**config.mk**
```make
export PLATFORM = sky130hd
export DESIGN_NAME = rcrs_regs
export DESIGN_NICKNAME = d
export VERILOG_FILES = /design/src/core/rcrs_pkg.sv /design/src/core/rcrs_timer4.sv /design/src/core/rcrs_regs.sv
export VERILOG_INCLUDE_DIRS = /design/src /design/src/core
export SDC_FILE = /design/constraint.sdc
export NUM_CORES = 1
export LEC_CHECK = 0
export BUFFER_PORTS_ARGS = -buffer_cell sky130_fd_sc_hd__buf_2
export CORE_UTILIZATION = 55
export CTS_BUF_LIST = sky130_fd_sc_hd__clkbuf_8
export DETAILED_ROUTE_END_ITERATION = 6
export GPL_TIMING_DRIVEN = 0
export PLACE_DENSITY_LB_ADDON = 0.08
export RECOVER_POWER = 50
export SLEW_MARGIN = 10
export SYNTH_ARGS = -nofsm -noshare
export SYNTH_HDL_FRONTEND = slang
export SYNTH_SLANG_ARGS = --single-unit
```
**constraint.sdc**
```tcl
create_clock -name clk -period 3.9 [get_ports clk]
set_clock_uncertainty 0.1 [all_clocks]
set_input_delay 0.195 -clock clk [delete_from_list [all_inputs] [get_ports clk]]
set_output_delay 0.195 -clock clk [all_outputs]
set_load 0.01 [all_outputs]
```
**src/core/rcrs_cfg.svh**
```systemverilog
`ifndef RCRS_CFG_SVH
`define RCRS_CFG_SVH

// Register offsets on the byte-wide host map
`define RCRS_OFF_T4_LOW       7'h1d
`define RCRS_OFF_T4_HIGH      7'h1e
`define RCRS_OFF_T4_UPPER     7'h1f
`define RCRS_OFF_SYN_INT      7'h20
`define RCRS_OFF_SYN_FRAC_LO  7'h21
`define RCRS_OFF_SYN_FRAC_HI  7'h22
`define RCRS_OFF_TX_PWR       7'h23
`define RCRS_OFF_SEQ_VIEW     7'h24
`define RCRS_OFF_LQ           7'h25
`define RCRS_OFF_RSSI         7'h26
`define RCRS_OFF_SEC_CTRL1    7'h28

// Reset values
`define RCRS_RST_T4_BYTE      8'hff
`define RCRS_RST_SYN_INT      5'h18
`define RCRS_RST_FRAC_LO      8'h00
`define RCRS_RST_FRAC_HI      8'h90
`define RCRS_RST_TX_PWR       5'h1f
`define RCRS_RST_SEQ_VIEW     8'h00
`define RCRS_RST_LQ           8'h00
`define RCRS_RST_RSSI         8'h00
`define RCRS_RST_SEC_MODE     4'h0

// Field positions of the first security-engine control register
`define RCRS_SEC_CLEAR_BIT    7
`define RCRS_SEC_START_BIT    6
`define RCRS_SEC_SELF_BIT     5
`define RCRS_SEC_MODE_LSB     2
`define RCRS_SEC_PRELOAD_BIT  1

// Synthesizer word: integer offset added to the 5-bit integer part
`define RCRS_SYN_INT_OFFSET   7'h40

`endif

```
**src/core/rcrs_pkg.sv**
```systemverilog
package rcrs_pkg;

`include "rcrs_cfg.svh"

	typedef struct packed
	{
		logic       wr;
		logic       rd;
		logic [6:0] addr;
		logic [7:0] wdata;
	} rcrs_reg_req_t;

	typedef struct packed
	{
		logic clear;
		logic start_cipher;
		logic start_selftest;
		logic preload_auth_code;
	} rcrs_sec_cmd_t;

	// Bit order matches register bits 5..2
	typedef struct packed
	{
		logic self_check_mode;
		logic ctr;
		logic cbc;
		logic aes;
	} rcrs_sec_mode_t;

	// Select 0 sequence, 1 receive, 2 transmit, 3 synthesizer manager
	typedef struct packed
	{
		logic [7:0] synth;
		logic [7:0] tx;
		logic [7:0] rx;
		logic [7:0] seq;
	} rcrs_mgr_states_t;

endpackage

```
**src/core/rcrs_timer4.sv**
```systemverilog
`timescale 1ns/1ps

module rcrs_timer4
	import rcrs_pkg::*;
#(
	parameter int TIMER_W = 24
)(
	// Clock and reset
	input  wire logic               clk,
	input  wire logic               resetn,
	// Timer control
	input  wire logic               timer_tick,
	input  wire logic               timer4_compare_enable,
	input  wire logic [TIMER_W-1:0] timer4_match_value,
	input  wire logic               timer4_flag_clear,
	// Status
	output logic      [TIMER_W-1:0] event_timer,
	output logic                    timer4_match_flag
);

	logic [TIMER_W-1:0] timer_r;
	logic [TIMER_W-1:0] timer_nxt;
	logic               flag_r;
	logic               flag_nxt;
	logic               hit;

	always_comb
	begin
		hit = timer4_compare_enable && (timer_r == timer4_match_value);
		timer_nxt = timer_tick ? timer_r + 1'b1 : timer_r;
		// Set beats clear so a match in the clearing cycle survives
		flag_nxt = hit ? 1'b1 : (timer4_flag_clear ? 1'b0 : flag_r);
	end

	always_ff @(posedge clk or negedge resetn)
	begin
		if (!resetn)
		begin
			timer_r <= '0;
			flag_r  <= 1'b0;
		end
		else
		begin
			timer_r <= timer_nxt;
			flag_r  <= flag_nxt;
		end
	end

	assign event_timer       = timer_r;
	assign timer4_match_flag = flag_r;
endmodule

```
**src/core/rcrs_regs.sv**
```systemverilog
// What this block does
// - The timer4 match flag is set when the compare enable is high and the event timer equals the match value.
// - The synthesizer word is integer part plus 64 with the 16-bit fraction below it, in units of 32 MHz over 65536.
// - The synthesizer integer register holds five bits, reads zero in bits 7 to 5 and resets to 0x18.
// - The fraction is split into a low byte resetting to 0x00 and a high byte resetting to 0x90.
// - The output power level is a 5-bit field, linear from 3 to 31, with the upper three bits reserved.
// - The sequencer state view is read-only, resets to zero and shows the manager state picked by a 2-bit select.
// - The link quality register is replaced by the quality figure of each newly received packet.
// - The link quality figure is also appended to the packet buffer right after the received payload.
// - The running signal strength is an average updated on each valid sample, held between samples, and readable during reception.
// - The first security control register at 28h resets to zero and reads 0 in bits 7, 6, 1 and 0.
// - Writing 1 to clear erases engine memory; writing 1 to start runs the cipher mode, or self-check if set.
`timescale 1ns/1ps
`include "rcrs_cfg.svh"

module rcrs_regs
	import rcrs_pkg::*;
#(
	parameter int RSSI_AVG_SHIFT = 2
)(
	// Clock and reset
	input  wire logic             clk,
	input  wire logic             resetn,
	// Host register port
	input  rcrs_reg_req_t         reg_req,
	output logic [7:0]            reg_rdata,
	output logic                  reg_rvalid,
	// Event timer
	input  wire logic             timer_tick,
	input  wire logic             timer4_compare_enable,
	input  wire logic             timer4_flag_clear,
	output logic                  timer4_match_flag,
	output logic [23:0]           event_timer,
	// Synthesizer and amplifier
	output logic [22:0]           synth_freq_word,
	output logic [4:0]            output_power_level,
	// Sequencer state monitor
	input  wire logic [1:0]       state_view_select,
	input  rcrs_mgr_states_t      mgr_states,
	// Receive quality
	input  wire logic             rx_lq_valid,
	input  wire logic [7:0]       rx_lq_value,
	input  wire logic             rssi_valid,
	input  wire logic [7:0]       rssi_sample,
	output logic                  pb_lq_wr,
	output logic [7:0]            pb_lq_data,
	// Security engine
	output rcrs_sec_cmd_t         sec_cmd,
	output rcrs_sec_mode_t        sec_mode
);

	logic [7:0]     t4_lo_r, t4_lo_nxt;
	logic [7:0]     t4_hi_r, t4_hi_nxt;
	logic [7:0]     t4_up_r, t4_up_nxt;
	logic [4:0]     syn_int_r, syn_int_nxt;
	logic [7:0]     frac_lo_r, frac_lo_nxt;
	logic [7:0]     frac_hi_r, frac_hi_nxt;
	logic [4:0]     pwr_r, pwr_nxt;
	logic [7:0]     view_r, view_nxt;
	logic [7:0]     lq_r, lq_nxt;
	logic [7:0]     rssi_r, rssi_nxt;
	logic           pb_wr_r, pb_wr_nxt;
	logic [7:0]     pb_data_r, pb_data_nxt;
	rcrs_sec_cmd_t  cmd_r, cmd_nxt;
	rcrs_sec_mode_t mode_r, mode_nxt;
	logic [7:0]     rdata_r, rdata_nxt;
	logic           rvalid_r, rvalid_nxt;
	logic [7:0]     rd_mux;
	logic [7:0]     view_sel;
	logic [9:0]     rssi_diff;
	logic [9:0]     rssi_step;
	logic [23:0]    t4_match;

	assign t4_match = {t4_up_r, t4_hi_r, t4_lo_r};

	rcrs_timer4 #(
		.TIMER_W (24)
	) u_timer4 (
		.clk                   (clk),
		.resetn                (resetn),
		.timer_tick            (timer_tick),
		.timer4_compare_enable (timer4_compare_enable),
		.timer4_match_value    (t4_match),
		.timer4_flag_clear     (timer4_flag_clear),
		.event_timer           (event_timer),
		.timer4_match_flag     (timer4_match_flag)
	);

	always_comb
	begin
		unique case (state_view_select)
			2'd0: view_sel = mgr_states.seq;
			2'd1: view_sel = mgr_states.rx;
			2'd2: view_sel = mgr_states.tx;
			2'd3: view_sel = mgr_states.synth;
		endcase
	end

	always_comb
	begin
		unique case (reg_req.addr)
			`RCRS_OFF_T4_LOW:      rd_mux = t4_lo_r;
			`RCRS_OFF_T4_HIGH:     rd_mux = t4_hi_r;
			`RCRS_OFF_T4_UPPER:    rd_mux = t4_up_r;
			`RCRS_OFF_SYN_INT:     rd_mux = {3'h0, syn_int_r};
			`RCRS_OFF_SYN_FRAC_LO: rd_mux = frac_lo_r;
			`RCRS_OFF_SYN_FRAC_HI: rd_mux = frac_hi_r;
			`RCRS_OFF_TX_PWR:      rd_mux = {3'h0, pwr_r};
			`RCRS_OFF_SEQ_VIEW:    rd_mux = view_r;
			`RCRS_OFF_LQ:          rd_mux = lq_r;
			`RCRS_OFF_RSSI:        rd_mux = rssi_r;
			`RCRS_OFF_SEC_CTRL1:   rd_mux = {2'h0, mode_r, 2'h0};
			default:               rd_mux = 8'h00;
		endcase
	end

	always_comb
	begin
		t4_lo_nxt   = t4_lo_r;
		t4_hi_nxt   = t4_hi_r;
		t4_up_nxt   = t4_up_r;
		syn_int_nxt = syn_int_r;
		frac_lo_nxt = frac_lo_r;
		frac_hi_nxt = frac_hi_r;
		pwr_nxt     = pwr_r;
		mode_nxt    = mode_r;
		cmd_nxt     = '0;
		if (reg_req.wr)
		begin
			unique case (reg_req.addr)
				`RCRS_OFF_T4_LOW:      t4_lo_nxt = reg_req.wdata;
				`RCRS_OFF_T4_HIGH:     t4_hi_nxt = reg_req.wdata;
				`RCRS_OFF_T4_UPPER:    t4_up_nxt = reg_req.wdata;
				`RCRS_OFF_SYN_INT:     syn_int_nxt = reg_req.wdata[4:0];
				`RCRS_OFF_SYN_FRAC_LO: frac_lo_nxt = reg_req.wdata;
				`RCRS_OFF_SYN_FRAC_HI: frac_hi_nxt = reg_req.wdata;
				`RCRS_OFF_TX_PWR:      pwr_nxt = reg_req.wdata[4:0];
				`RCRS_OFF_SEC_CTRL1:
				begin
					// Start picks the mode from the same write, so one write can
					// arm self-check and launch it
					mode_nxt = reg_req.wdata[`RCRS_SEC_SELF_BIT:`RCRS_SEC_MODE_LSB];
					cmd_nxt.clear = reg_req.wdata[`RCRS_SEC_CLEAR_BIT];
					cmd_nxt.start_selftest = reg_req.wdata[`RCRS_SEC_START_BIT]
						&& reg_req.wdata[`RCRS_SEC_SELF_BIT];
					cmd_nxt.start_cipher = reg_req.wdata[`RCRS_SEC_START_BIT]
						&& !reg_req.wdata[`RCRS_SEC_SELF_BIT];
					cmd_nxt.preload_auth_code = reg_req.wdata[`RCRS_SEC_PRELOAD_BIT];
				end
				default:
				begin
					// Read-only and unmapped offsets ignore writes
				end
			endcase
		end
	end

	always_comb
	begin
		view_nxt    = view_sel;
		lq_nxt      = rx_lq_valid ? rx_lq_value : lq_r;
		pb_wr_nxt   = rx_lq_valid;
		pb_data_nxt = rx_lq_valid ? rx_lq_value : pb_data_r;
		// Exponential average; arithmetic shift keeps the sign of the step
		rssi_diff   = {2'b00, rssi_sample} - {2'b00, rssi_r};
		rssi_step   = $signed(rssi_diff) >>> RSSI_AVG_SHIFT;
		rssi_nxt    = rssi_valid ? rssi_r + rssi_step[7:0] : rssi_r;
		rdata_nxt   = reg_req.rd ? rd_mux : rdata_r;
		rvalid_nxt  = reg_req.rd;
	end

	always_ff @(posedge clk or negedge resetn)
	begin
		if (!resetn)
		begin
			t4_lo_r   <= `RCRS_RST_T4_BYTE;
			t4_hi_r   <= `RCRS_RST_T4_BYTE;
			t4_up_r   <= `RCRS_RST_T4_BYTE;
			syn_int_r <= `RCRS_RST_SYN_INT;
			frac_lo_r <= `RCRS_RST_FRAC_LO;
			frac_hi_r <= `RCRS_RST_FRAC_HI;
			pwr_r     <= `RCRS_RST_TX_PWR;
			view_r    <= `RCRS_RST_SEQ_VIEW;
			lq_r      <= `RCRS_RST_LQ;
			rssi_r    <= `RCRS_RST_RSSI;
			pb_wr_r   <= 1'b0;
			pb_data_r <= 8'h00;
			cmd_r     <= '0;
			mode_r    <= `RCRS_RST_SEC_MODE;
			rdata_r   <= 8'h00;
			rvalid_r  <= 1'b0;
		end
		else
		begin
			t4_lo_r   <= t4_lo_nxt;
			t4_hi_r   <= t4_hi_nxt;
			t4_up_r   <= t4_up_nxt;
			syn_int_r <= syn_int_nxt;
			frac_lo_r <= frac_lo_nxt;
			frac_hi_r <= frac_hi_nxt;
			pwr_r     <= pwr_nxt;
			view_r    <= view_nxt;
			lq_r      <= lq_nxt;
			rssi_r    <= rssi_nxt;
			pb_wr_r   <= pb_wr_nxt;
			pb_data_r <= pb_data_nxt;
			cmd_r     <= cmd_nxt;
			mode_r    <= mode_nxt;
			rdata_r   <= rdata_nxt;
			rvalid_r  <= rvalid_nxt;
		end
	end

	// Integer part plus 64 above the fraction; unit is 32 MHz / 65536
	assign synth_freq_word    = {syn_int_r + `RCRS_SYN_INT_OFFSET, frac_hi_r, frac_lo_r};
	assign output_power_level = pwr_r;
	assign pb_lq_wr           = pb_wr_r;
	assign pb_lq_data         = pb_data_r;
	assign sec_cmd            = cmd_r;
	assign sec_mode           = mode_r;
	assign reg_rdata          = rdata_r;
	assign reg_rvalid         = rvalid_r;
endmodule

```
==> impl_metrics.json, run 1 <==
{
  "outcome": "finished, violations left",
  "violations": "DRC, capacitance limit, slew limit",
  "slew_viol_final": 50,
  "drc": 2,
  "synth_fp_nets": 597,
  "setup_viol": 0,
  "rsz0062_at_grt": "false",
  "synth_edf_count": 0,
  "syn_area_per_cell_um2": 12.09,
  "grt_antenna_before_repair": 0,
  "pwr-share-comb": 0.332,
  "die_area_mm2": 0.01157,
  "min_period_ns": 3.235,
  "slowest_stage": "or4_1",
  "end_kind": "register",
  "grt_start_max_net_pins": 69,
  "clockBufferDepth": 2,
  "die_y_um": 107.5,
  "relSlewSlack": -0.8173,
  "pwr-share-seq": 0.370,
  "fin_tns_setup_ns": 0,
  "antenna_cells": 0,
  "final_common_cell": "buf_2",
  "nets": 797,
  "die_w_um": 107.5,
  "drive_gt1_frac": 0.3847,
  "ir_drop_uv": 521.1,
  "total_power_uw": 4234,
  "drv_cap": 1,
  "track_usage": 0.2967,
  "cts_sinks": 117,
  "place_ws_ns": 0.7008,
  "finalHoldViolCount": 0,
  "final_cell_mix": "buf_2, dfrtp_1, mux2_2, clkbuf_1, dlygate4sd3_1",
  "start_kind": "register",
  "ys_seq_area_frac": 0.4846,
  "required_ns": 4.12,
  "postSynth.asyncResetShare": 1.000,
  "clkTransAtPathRegs_ns": 0.07,
  "clkLatencyLatePin_ns": 0.44,
  "post-route-period-util": 0.8294,
  "cts-root-buf": "clkbuf_8",
  "ant_nets": 0,
  "cts_tree": "yes",
  "cpPeakStageDelay_ns": 0.54,
  "p_per_area_mw_per_mm2": 542.3,
  "routabilityCongestion": 0.8424,
  "clock.fmax_mhz": 309.1,
  "path_class": "register to register",
  "ys_warn_count": 0,
  "port_buffers": 146,
  "sw_frac_of_total": 0.3240,
  "cp_max_fo": 5,
  "p_sw_uw": 1372,
  "pwr-share-clk": 0.298,
  "num_vias": 4880,
  "initial_core_util": 0.5652,
  "syn_to_final_growth_pct": 27.42,
  "syn-instance-count": 507,
  "hold_path.class": "input pin to register",
  "crit_chain": "inv_1 -> ha_1 -> a21o_1 -> a31o_2 -> nand4_1 -> nand2_1 -> a21oi_1 -> xnor2_1 -> ha_1 -> or4_1 -> o22ai_1 -> and2_1 -> mux2i_1 -> xnor2_1",
  "crit_arrival_ns": 3.46,
  "drtIter0Drc": 372,
  "viasPerCell": 5.674,
  "htreeDepth": 4,
  "p_leak_uw": 0.003709,
  "numCtsBuffers": 17,
  "worstMarginPinSlew_ns": 2.726,
  "intPower_uw": 2862,
  "finish.utilization": 0.7202,
  "hpwl_um": 11790,
  "first_pass_iters": 7,
  "ys_seq_elements": 117,
  "first_global_vias": 4946,
  "synthFlopType": "dfrtp_1",
  "netlist-cell-type-count": 52,
  "syn-cell-area_mm2": 0.006127,
  "fp-row-count": 38,
  "routed_wl_um": 16130,
  "grt_pass1_wl_um": 25350,
  "post_drt_wl_per_cell_um": 18.75,
  "setup_slack_ns": 0.6652,
  "cts_resized": 0,
  "core_mm2": 0.01084,
  "gr-total-overflow": 0,
  "io_pins": 153
}
-- sequential cells by signal, summed over array words and instances, names as in the netlist, 4 cells and up --
name / flops
u_timer4.event_timer: 24
frac_hi_r: 8
frac_lo_r: 8
pb_lq_data: 8
reg_rdata: 8
rssi_r: 8
t4_hi_r: 8
t4_lo_r: 8
t4_up_r: 8
view_r: 8
output_power_level: 5
syn_int_r: 5
sec_cmd: 4
sec_mode: 4
-- power by group through the flow --
stage,Clock [µW],Sequential (µW),Combinational [µW]
final,1260,1570,1410
after detailed placement,0,1580,1370
after CTS,1270,1560,1420
after global placement,0,1580,1290
after global routing,1340,1580,1580
after floorplan,0,1560,981
-- synth_stat cells, types with 6 or more instances --
cell type | instances | area (µm²)
ha_1 | 15 | 187.7
xnor2_1 | 30 | 262.8
xor2_1 | 24 | 210.2
o21ai_0 | 15 | 75.07
and3_1 | 9 | 56.30
inv_1 | 14 | 52.55
nand2_1 | 27 | 101.4
buf_2 | 10 | 50.05
dfrtp_1 | 84 | 2102
mux4_2 | 13 | 292.8
a22o_1 | 17 | 148.9
nor2_1 | 24 | 90.09
nand4_1 | 10 | 62.56
a22oi_1 | 6 | 45.04
dfstp_2 | 33 | 867.1
mux2_2 | 67 | 754.5
clkbuf_1 | 10 | 37.54
a21oi_1 | 7 | 35.03
nand3_1 | 14 | 70.07
-- kinds of logic after synthesis --
kind of cell	Yosys count	synth area share
AO/OA/AOI/OAI	74	0.08760
XOR/XNOR	54	0.07719
adder cells (fa/ha/maj)	16	0.03390
buffers and inverters	39	0.02839
flip-flops	117	0.4846
multiplexers	85	0.1791
other	2	0.001226
AND/OR/NAND/NOR	120	0.1080
-- worst max-delay path: cells and delay by family, from the launching register on --
family	cells	cell delay (ns)
AO/OA/AOI/OAI	4	0.79
XOR/XNOR	2	0.22
adder cells (fa/ha/maj)	2	0.55
buffers and inverters	1	0.07
flip-flops	1	0.40
multiplexers	1	0.08
AND/OR/NAND/NOR	4	0.93
-- layout make-up --
class / count / area (µm²)
buffer: 25 / 121.4
fill: 817 / 3033
clock inverter: 13 / 188.9
inverter: 14 / 52.55
timing repair buffer: 181 / 1055
clock buffer: 19 / 261.5
sequential: 117 / 2969
multi-input combinational: 351 / 2984
tap: 140 / 175.2
-- metrics by stage --
stage | hold slack (ns) | instances | instance area [µm²]
detailed placement | 0.06445 | 794 | 7067
finish | 0.02531 | 860 | 7807
floorplan | -0.2006 | 507 | 6127
global placement | 0.2149 | 793 | 7033
CTS | 0.006138 | 860 | 7858
global route | 0.01029 | 860 | 7807
-- metal layers --
layer  share of wire  global-route usage
met4           0.020              0.1076
met3           0.060             0.07567
met1            0.41              0.3675
met5               0                   0
met2            0.50              0.5000
-- final timing paths --
path,startpoint,to,slack [ns],depth (start not counted)
max,rssi_r[2],rssi_r[7],0.67,14
min,reg_req[5],sec_cmd[1],0.03,2
max reg2reg,rssi_r[2],rssi_r[7],0.67,14
min reg2reg,rssi_r[7],rssi_r[7],0.41,1
max in group asynchronous,resetn,reg_rdata[3],1.07,2
min in group asynchronous,resetn,u_timer4.event_timer[10],1.07,2
-- repair_timing --
action,4_1_cts,5_1_grt
hold buffers,34,0
endpoints found under the hold margin,80,0
buffers inserted,0,0
Power figures use the tool's default switching activity.
==> inputs of run 2 (changes only) <==
- ABC_AREA: default -> 1
- CORE_UTILIZATION: 55 -> 51
- clock period: 3.9 -> 2.7 ns (I/O delays scaled with it)
==> run 2 against run 1 <==
The run now ends clean. Register-to-register slack got worse by 0.55 ns. Cell count increased by 43%. Clock-buffer cell count decreased by 2. Power increased by 66%. Combinational power increased by 110%. Synthesized area increased by 5.3%. Utilization decreased by 2.3 points. Die area increased by 13%. Sequential power increased by 43%. Critical path type unchanged.
==> impl_metrics.json, run 2 <==
{
  "cp_max_fo": 4,
  "cts_tree": "yes",
  "required_ns": 2.94,
  "ys_warn_count": 0,
  "hold_path.class": "input pin to register",
  "finalHoldViolCount": 0,
  "ant_nets": 0,
  "largest_reg_flops": 24,
  "track_usage": 0.2827,
  "ys_seq_elements": 117,
  "port_buffers": 148,
  "postSynth.asyncResetShare": 1.000,
  "antenna_cells": 0,
  "syn-cell-area_mm2": 0.006452,
  "post-route-period-util": 0.9555,
  "htreeDepth": 4,
  "drive_gt1_frac": 0.2748,
  "synth_commonest_cells": "nand2_1, inv_1, o21ai_0, dfrtp_1",
  "initial_core_util": 0.5306,
  "nFillCells": 1049,
  "start_kind": "register",
  "drc": 0,
  "viasPerCell": 5.059,
  "gr-total-overflow": 0,
  "final_common_cell": "nand2_1",
  "p_sw_uw": 2653,
  "synth_edf_count": 0,
  "synth_largest_area_cell": "dfrtp_1",
  "grt_pass1_wl_um": 27930,
  "drtIter0Drc": 359,
  "sw_frac_of_total": 0.3774,
  "drv_cap": 0,
  "post_drt_wl_per_cell_um": 14.85,
  "pwr-share-clk": 0.267,
  "fp-row-count": 40,
  "p_per_area_mw_per_mm2": 829.0,
  "fin_tns_setup_ns": 0,
  "synthFlopType": "dfrtp_1",
  "core_mm2": 0.01216,
  "setup_viol": 0,
  "slew_viol_final": 0,
  "syn_area_per_cell_um2": 7.793,
  "first_pass_iters": 5,
  "syn-instance-count": 828,
  "clockBufferDepth": 2,
  "routabilityCongestion": 0.8993,
  "clock.fmax_mhz": 387.6,
  "relSlewSlack": 0.1839,
  "num_vias": 6208,
  "synth.most_common_cell": "nand2_1",
  "hpwl_um": 12880,
  "grt_start_max_net_pins": 94,
  "crit_arrival_ns": 2.82,
  "die_area_mm2": 0.01311,
  "numCtsBuffers": 17,
  "p_leak_uw": 0.004341,
  "first_global_vias": 5818,
  "clkTransAtPathRegs_ns": 0.08,
  "pwr-share-seq": 0.320,
  "final_cell_mix": "nand2_1, buf_2, inv_1, o21ai_0, dfrtp_1",
  "pwr-share-comb": 0.413,
  "min_period_ns": 2.580,
  "dp_cells": 1145,
  "io_pins": 153,
  "nets": 1136,
  "grt_antenna_before_repair": 0,
  "syn_to_final_growth_pct": 31.43,
  "cts_sinks": 117,
  "synth_area_leaders": "dfrtp_1, nand2_1, dfstp_2",
  "intPower_uw": 4377,
  "cts-root-buf": "clkbuf_8",
  "netlist-cell-type-count": 39,
  "rsz0062_at_grt": "true",
  "synth_fp_nets": 918,
  "synth_top_area_share": 0.3258,
  "clkLatencyLatePin_ns": 0.45,
  "worstMarginPinSlew_ns": 1.224,
  "routed_wl_um": 18230,
  "die_w_um": 114.5,
  "die_y_um": 114.5,
  "path_class": "register to register",
  "ys_seq_area_frac": 0.4602,
  "ir_drop_uv": 448.9,
  "outcome": "completed",
  "end_kind": "register",
  "final_cells": 1227
}
[run 2: path summary, 6_finish.rpt]
check | slack, ns | from | end | depth (start not counted)
max in group asynchronous | 0.93 | resetn | rssi_r[5] | 3
hold / removal | 0.05 | reg_req[3] | t4_hi_r[3] | 3
setup reg to reg | 0.12 | rssi_r[5] | rssi_r[7] | 15
setup / recovery | 0.12 | rssi_r[5] | rssi_r[7] | 15
hold reg to reg | 0.37 | rssi_r[7] | rssi_r[7] | 2
min in group asynchronous | 0.56 | resetn | rssi_r[3] | 3
[run 2: layout make-up]
class / instances / area, µm² / share of cell area
flip-flops and latches: 117 / 2972 / 0.3504
plain buffers: 16 / 83.83 / 0.009885
clock buffers: 17 / 234.0 / 0.02759
well taps: 168 / 210.2 / 0.02479
repair buffers: 199 / 1211 / 0.1428
inverters: 104 / 395.4 / 0.04662
multi-input cells: 591 / 3146 / 0.3709
clock inverters: 15 / 229.0 / 0.02700
[run 2: logic make-up (layout without fill, tap and decap cells)]
| family | Yosys count | count (layout) | synth area share |
|---|---|---|---|
| AO/OA/AOI/OAI | 110 | 110 | 0.08823 |
| other | 2 | 2 | 0.001164 |
| buffers and inverters | 120 | 351 | 0.07834 |
| AND/OR/NAND/NOR | 430 | 430 | 0.2951 |
| XOR/XNOR | 33 | 33 | 0.04479 |
| adder cells (fa/ha/maj) | 16 | 16 | 0.03219 |
| flip-flops | 117 | 117 | 0.4602 |
[run 2: repair_timing]
item	in CTS	in global routing
hold buffers	38	0
setup buffers	1	11
endpoints found under the setup margin	3	3
pin swaps	0	20
resized for setup	5	38
endpoints found under the hold margin	134	0
[run 2: power groups by stage]
stage / Clock, µW / Sequential, µW / Combinational (µW)
4_1_cts: 1910 / 2250 / 2240
3_3_place_gp: 0 / 2280 / 2070
5_1_grt: 1980 / 2280 / 3230
3_5_place_dp: 0 / 2280 / 2140
2_1_floorplan: 0 / 2270 / 1520
6_report: 1880 / 2250 / 2910
[run 2: metrics by stage]
step | power (µW) | area [µm²] | hold WS (ns) | utilization | worst slack [ns]
CTS | 6397 | 8304 | 0.008961 | 0.6828 | 0.008938
floorplan | 3792 | 6452 | -0.2606 | - | 0.1184
finish | 7030 | 8481 | 0.04922 | 0.6973 | 0.1201
detailed placement | 4414 | 7437 | -0.09357 | 0.6115 | -0.1995
global route | 7490 | 8481 | 0.03929 | 0.6973 | -0.08998
global placement | 4355 | 7403 | 0.1539 | 0.6087 | -0.1668
[run 2: critical path, stage by stage (launching register included)]
cell	delay, ns
dfrtp_2	0.41
inv_1	0.09
ha_4	0.29
inv_1	0.07
o31a_1	0.27
nand2_1	0.08
xor2_1	0.16
ha_1	0.30
nand2_2	0.13
inv_1	0.06
a21oi_2	0.14
nand2_2	0.08
nand3_2	0.09
nand3_2	0.07
nand2_1	0.08
nand2_1	0.05
[run 2: per-layer routing]
metal | track usage | share of wire | up-vias
li1 | - | - | 3090
met1 | 0.3634 | 0.44 | 2869
met2 | 0.4695 | 0.48 | 213
met3 | 0.05347 | 0.052 | 36
met4 | 0.1169 | 0.025 | 0
met5 | 0 | 0 | -
==> inputs of run 3 (changes only) <==
- ABC_AREA: 1 -> 0
- CORE_UTILIZATION: 51 -> 60
- clock period: 2.7 -> 3.15 ns (I/O delays scaled with it)
==> run 3 against run 2 <==
Sequential power fell by 14%. Largest cell class unchanged. Clock power fell by 25%. Via count fell by 19%. Die area fell by 19%. Register-to-register slack got worse by 0.03 ns. Utilization rose by 10 points. Largest power group unchanged. Critical path type unchanged. Sequential share of layout area rose by 2.7 points. Combinational power fell by 33%. Non-clock buffer count fell by 2.
==> impl_metrics.json, run 3 (synthesis gave the netlist of run 1 again) <==
{
  "path_buf_inv": 1,
  "p_per_area_mw_per_mm2": 673.9,
  "gr-total-overflow": 0,
  "port_buffers": 146,
  "hpwl_um": 11800,
  "post_drt_wl_per_cell_um": 19.11,
  "final_common_cell": "buf_2",
  "core_mm2": 0.009819,
  "syn_to_final_growth_pct": 28.26,
  "relSlewSlack": 0.1229,
  "post-route-period-util": 0.9729,
  "die_area_mm2": 0.01062,
  "slew_viol_final": 0,
  "numCtsBuffers": 17,
  "intPower_uw": 3478,
  "dp_cells": 787,
  "routabilityCongestion": 0.9236,
  "sw_frac_of_total": 0.3433,
  "first_pass_iters": 5,
  "initial_core_util": 0.6240,
  "finalHoldViolCount": 0,
  "ir_drop_uv": 558.1,
  "pwr-share-comb": 0.368,
  "grt_start_max_net_pins": 67,
  "crit_arrival_ns": 3.31,
  "clock.fmax_mhz": 326.3,
  "end_kind": "register",
  "slowest_stage": "dfrtp_1",
  "grt_pass1_wl_um": 24650,
  "min_period_ns": 3.065,
  "nets": 804,
  "final_cells": 860,
  "pwr-share-clk": 0.267,
  "viasPerCell": 5.871,
  "first_global_vias": 4749,
  "clockBufferDepth": 2,
  "die_w_um": 103.1,
  "start_kind": "register",
  "cts_sinks": 117,
  "p_leak_uw": 0.003720,
  "crit_top_cell": "o21ai_1",
  "ant_nets": 0,
  "final_cell_mix": "buf_2, dfrtp_1, mux2_2, clkbuf_1, dlygate4sd3_1",
  "drtIter0Drc": 185,
  "cts_tree": "yes",
  "htreeDepth": 4,
  "die_y_um": 103.1,
  "drc": 0,
  "path_class": "register to register",
  "track_usage": 0.3227,
  "required_ns": 3.39,
  "antenna_cells": 0,
  "pwr-share-seq": 0.365,
  "worstMarginPinSlew_ns": 1.316,
  "cpLargestDelayFamily": "compound AO/OA/AOI/OAI gates",
  "clkLatencyLatePin_ns": 0.44,
  "routed_wl_um": 16430,
  "largest_reg_flops": 24,
  "nFillCells": 669,
  "drv_cap": 0,
  "outcome": "completed",
  "clkTransAtPathRegs_ns": 0.07,
  "cp_max_fo": 4,
  "setup_viol": 0,
  "fin_tns_setup_ns": 0,
  "hold_path.class": "input pin to register",
  "grt_antenna_before_repair": 0,
  "cpPeakStageDelay_ns": 0.40,
  "crit_chain": "inv_1 -> ha_4 -> a21o_1 -> a31o_2 -> and2_1 -> o21a_1 -> nor2_1 -> ha_1 -> nor2b_1 -> o21ai_1 -> a21boi_1 -> o21ai_1 -> nand4b_1 -> o311ai_1",
  "fp-row-count": 36,
  "io_pins": 153,
  "drive_gt1_frac": 0.3989,
  "p_sw_uw": 1818,
  "num_vias": 5049,
  "cts-root-buf": "clkbuf_8"
}
==> run 3: cell count changes in the layout (fill, tap and decap cells not counted), sizes merged, moves of 13 or more <==
cell,delta
o21ai,-75
clkbuf,+33
mux2,+67
xnor2,+25
nand3,-49
buf,-33
a22o,+17
nor2,-43
inv,-88
mux4,+13
nand2,-231
==> run 3: layout make-up <==
type	instances	area, µm²	share of cell area
Tap cell	133	166.4	0.02118
Multi-Input combinational cell	351	3029	0.3854
Timing Repair Buffer	188	1117	0.1422
Sequential cell	117	2969	0.3778
Buffer	25	121.4	0.01544
Clock inverter	13	141.4	0.01799
Clock buffer	19	261.5	0.03327
Inverter	14	52.55	0.006687
==> run 3: per-layer routing <==
metal / vias up / share of wire / GRT usage
met5: - / 0 / 0
met3: 36 / 0.067 / 0.07525
li1: 2278 / - / -
met2: 222 / 0.51 / 0.5513
met1: 2513 / 0.40 / 0.3973
met4: 0 / 0.026 / 0.1268
==> run 3: timing repair <==
| action | 4_1_cts | 5_1_grt |
|---|---|---|
| cloned | 0 | 0 |
| gates resized for setup | 3 | 12 |
| endpoints found under the hold margin | 104 | 0 |
| pin swaps | 0 | 2 |
| hold buffers | 38 | 0 |
| buffers inserted | 1 | 2 |
| setup endpoints to repair | 3 | 3 |
==> run 3: stage by stage <==
step	setup WS (ns)	hold slack (ns)	instance area [µm²]	total power [µW]	util
finish	0.08533	0.05311	7859	5296	0.8003
global placement	-0.01887	0.1832	7024	3538	0.7153
global route	-0.003172	0.05187	7859	5552	0.8003
detailed placement	-0.1030	0.04044	7058	3666	0.7188
CTS	0.003954	0.04641	7853	5152	0.7997
floorplan	0.2216	-0.2381	6127	3149	-
==> run 3: worst reg2reg max path: stages, from the launching register on <==
cell and delay (ns):
dfrtp_1 0.40, inv_1 0.11, ha_4 0.22, a21o_1 0.17, a31o_2 0.23, and2_1 0.19, o21a_1 0.21, nor2_1 0.14
ha_1 0.30, nor2b_1 0.17, o21ai_1 0.15, a21boi_1 0.11, o21ai_1 0.22, nand4b_1 0.14, o311ai_1 0.12
==> run 3: path summary, 6_finish.rpt <==
check                                          from                          to  slack (ns)  cells past startpoint
max                                       rssi_r[2]                   rssi_r[6]        0.09                     14
min in group asynchronous                    resetn  u_timer4.timer4_match_flag        0.46                      2
min reg2reg                u_timer4.event_timer[23]    u_timer4.event_timer[23]        0.41                      1
max reg2reg                               rssi_r[2]                   rssi_r[6]        0.09                     14
max in group asynchronous                    resetn                  t4_up_r[2]        1.52                      3
min                           timer4_compare_enable  u_timer4.timer4_match_flag        0.05                      5
==> run 3: power groups by stage <==
stage	combinational, µW	clock (µW)	sequential [µW]
after detailed placement	1710	0	1960
after global placement	1590	0	1950
final	1950	1410	1930
after global routing	2110	1490	1960
after floorplan	1210	0	1930
after CTS	1800	1420	1930
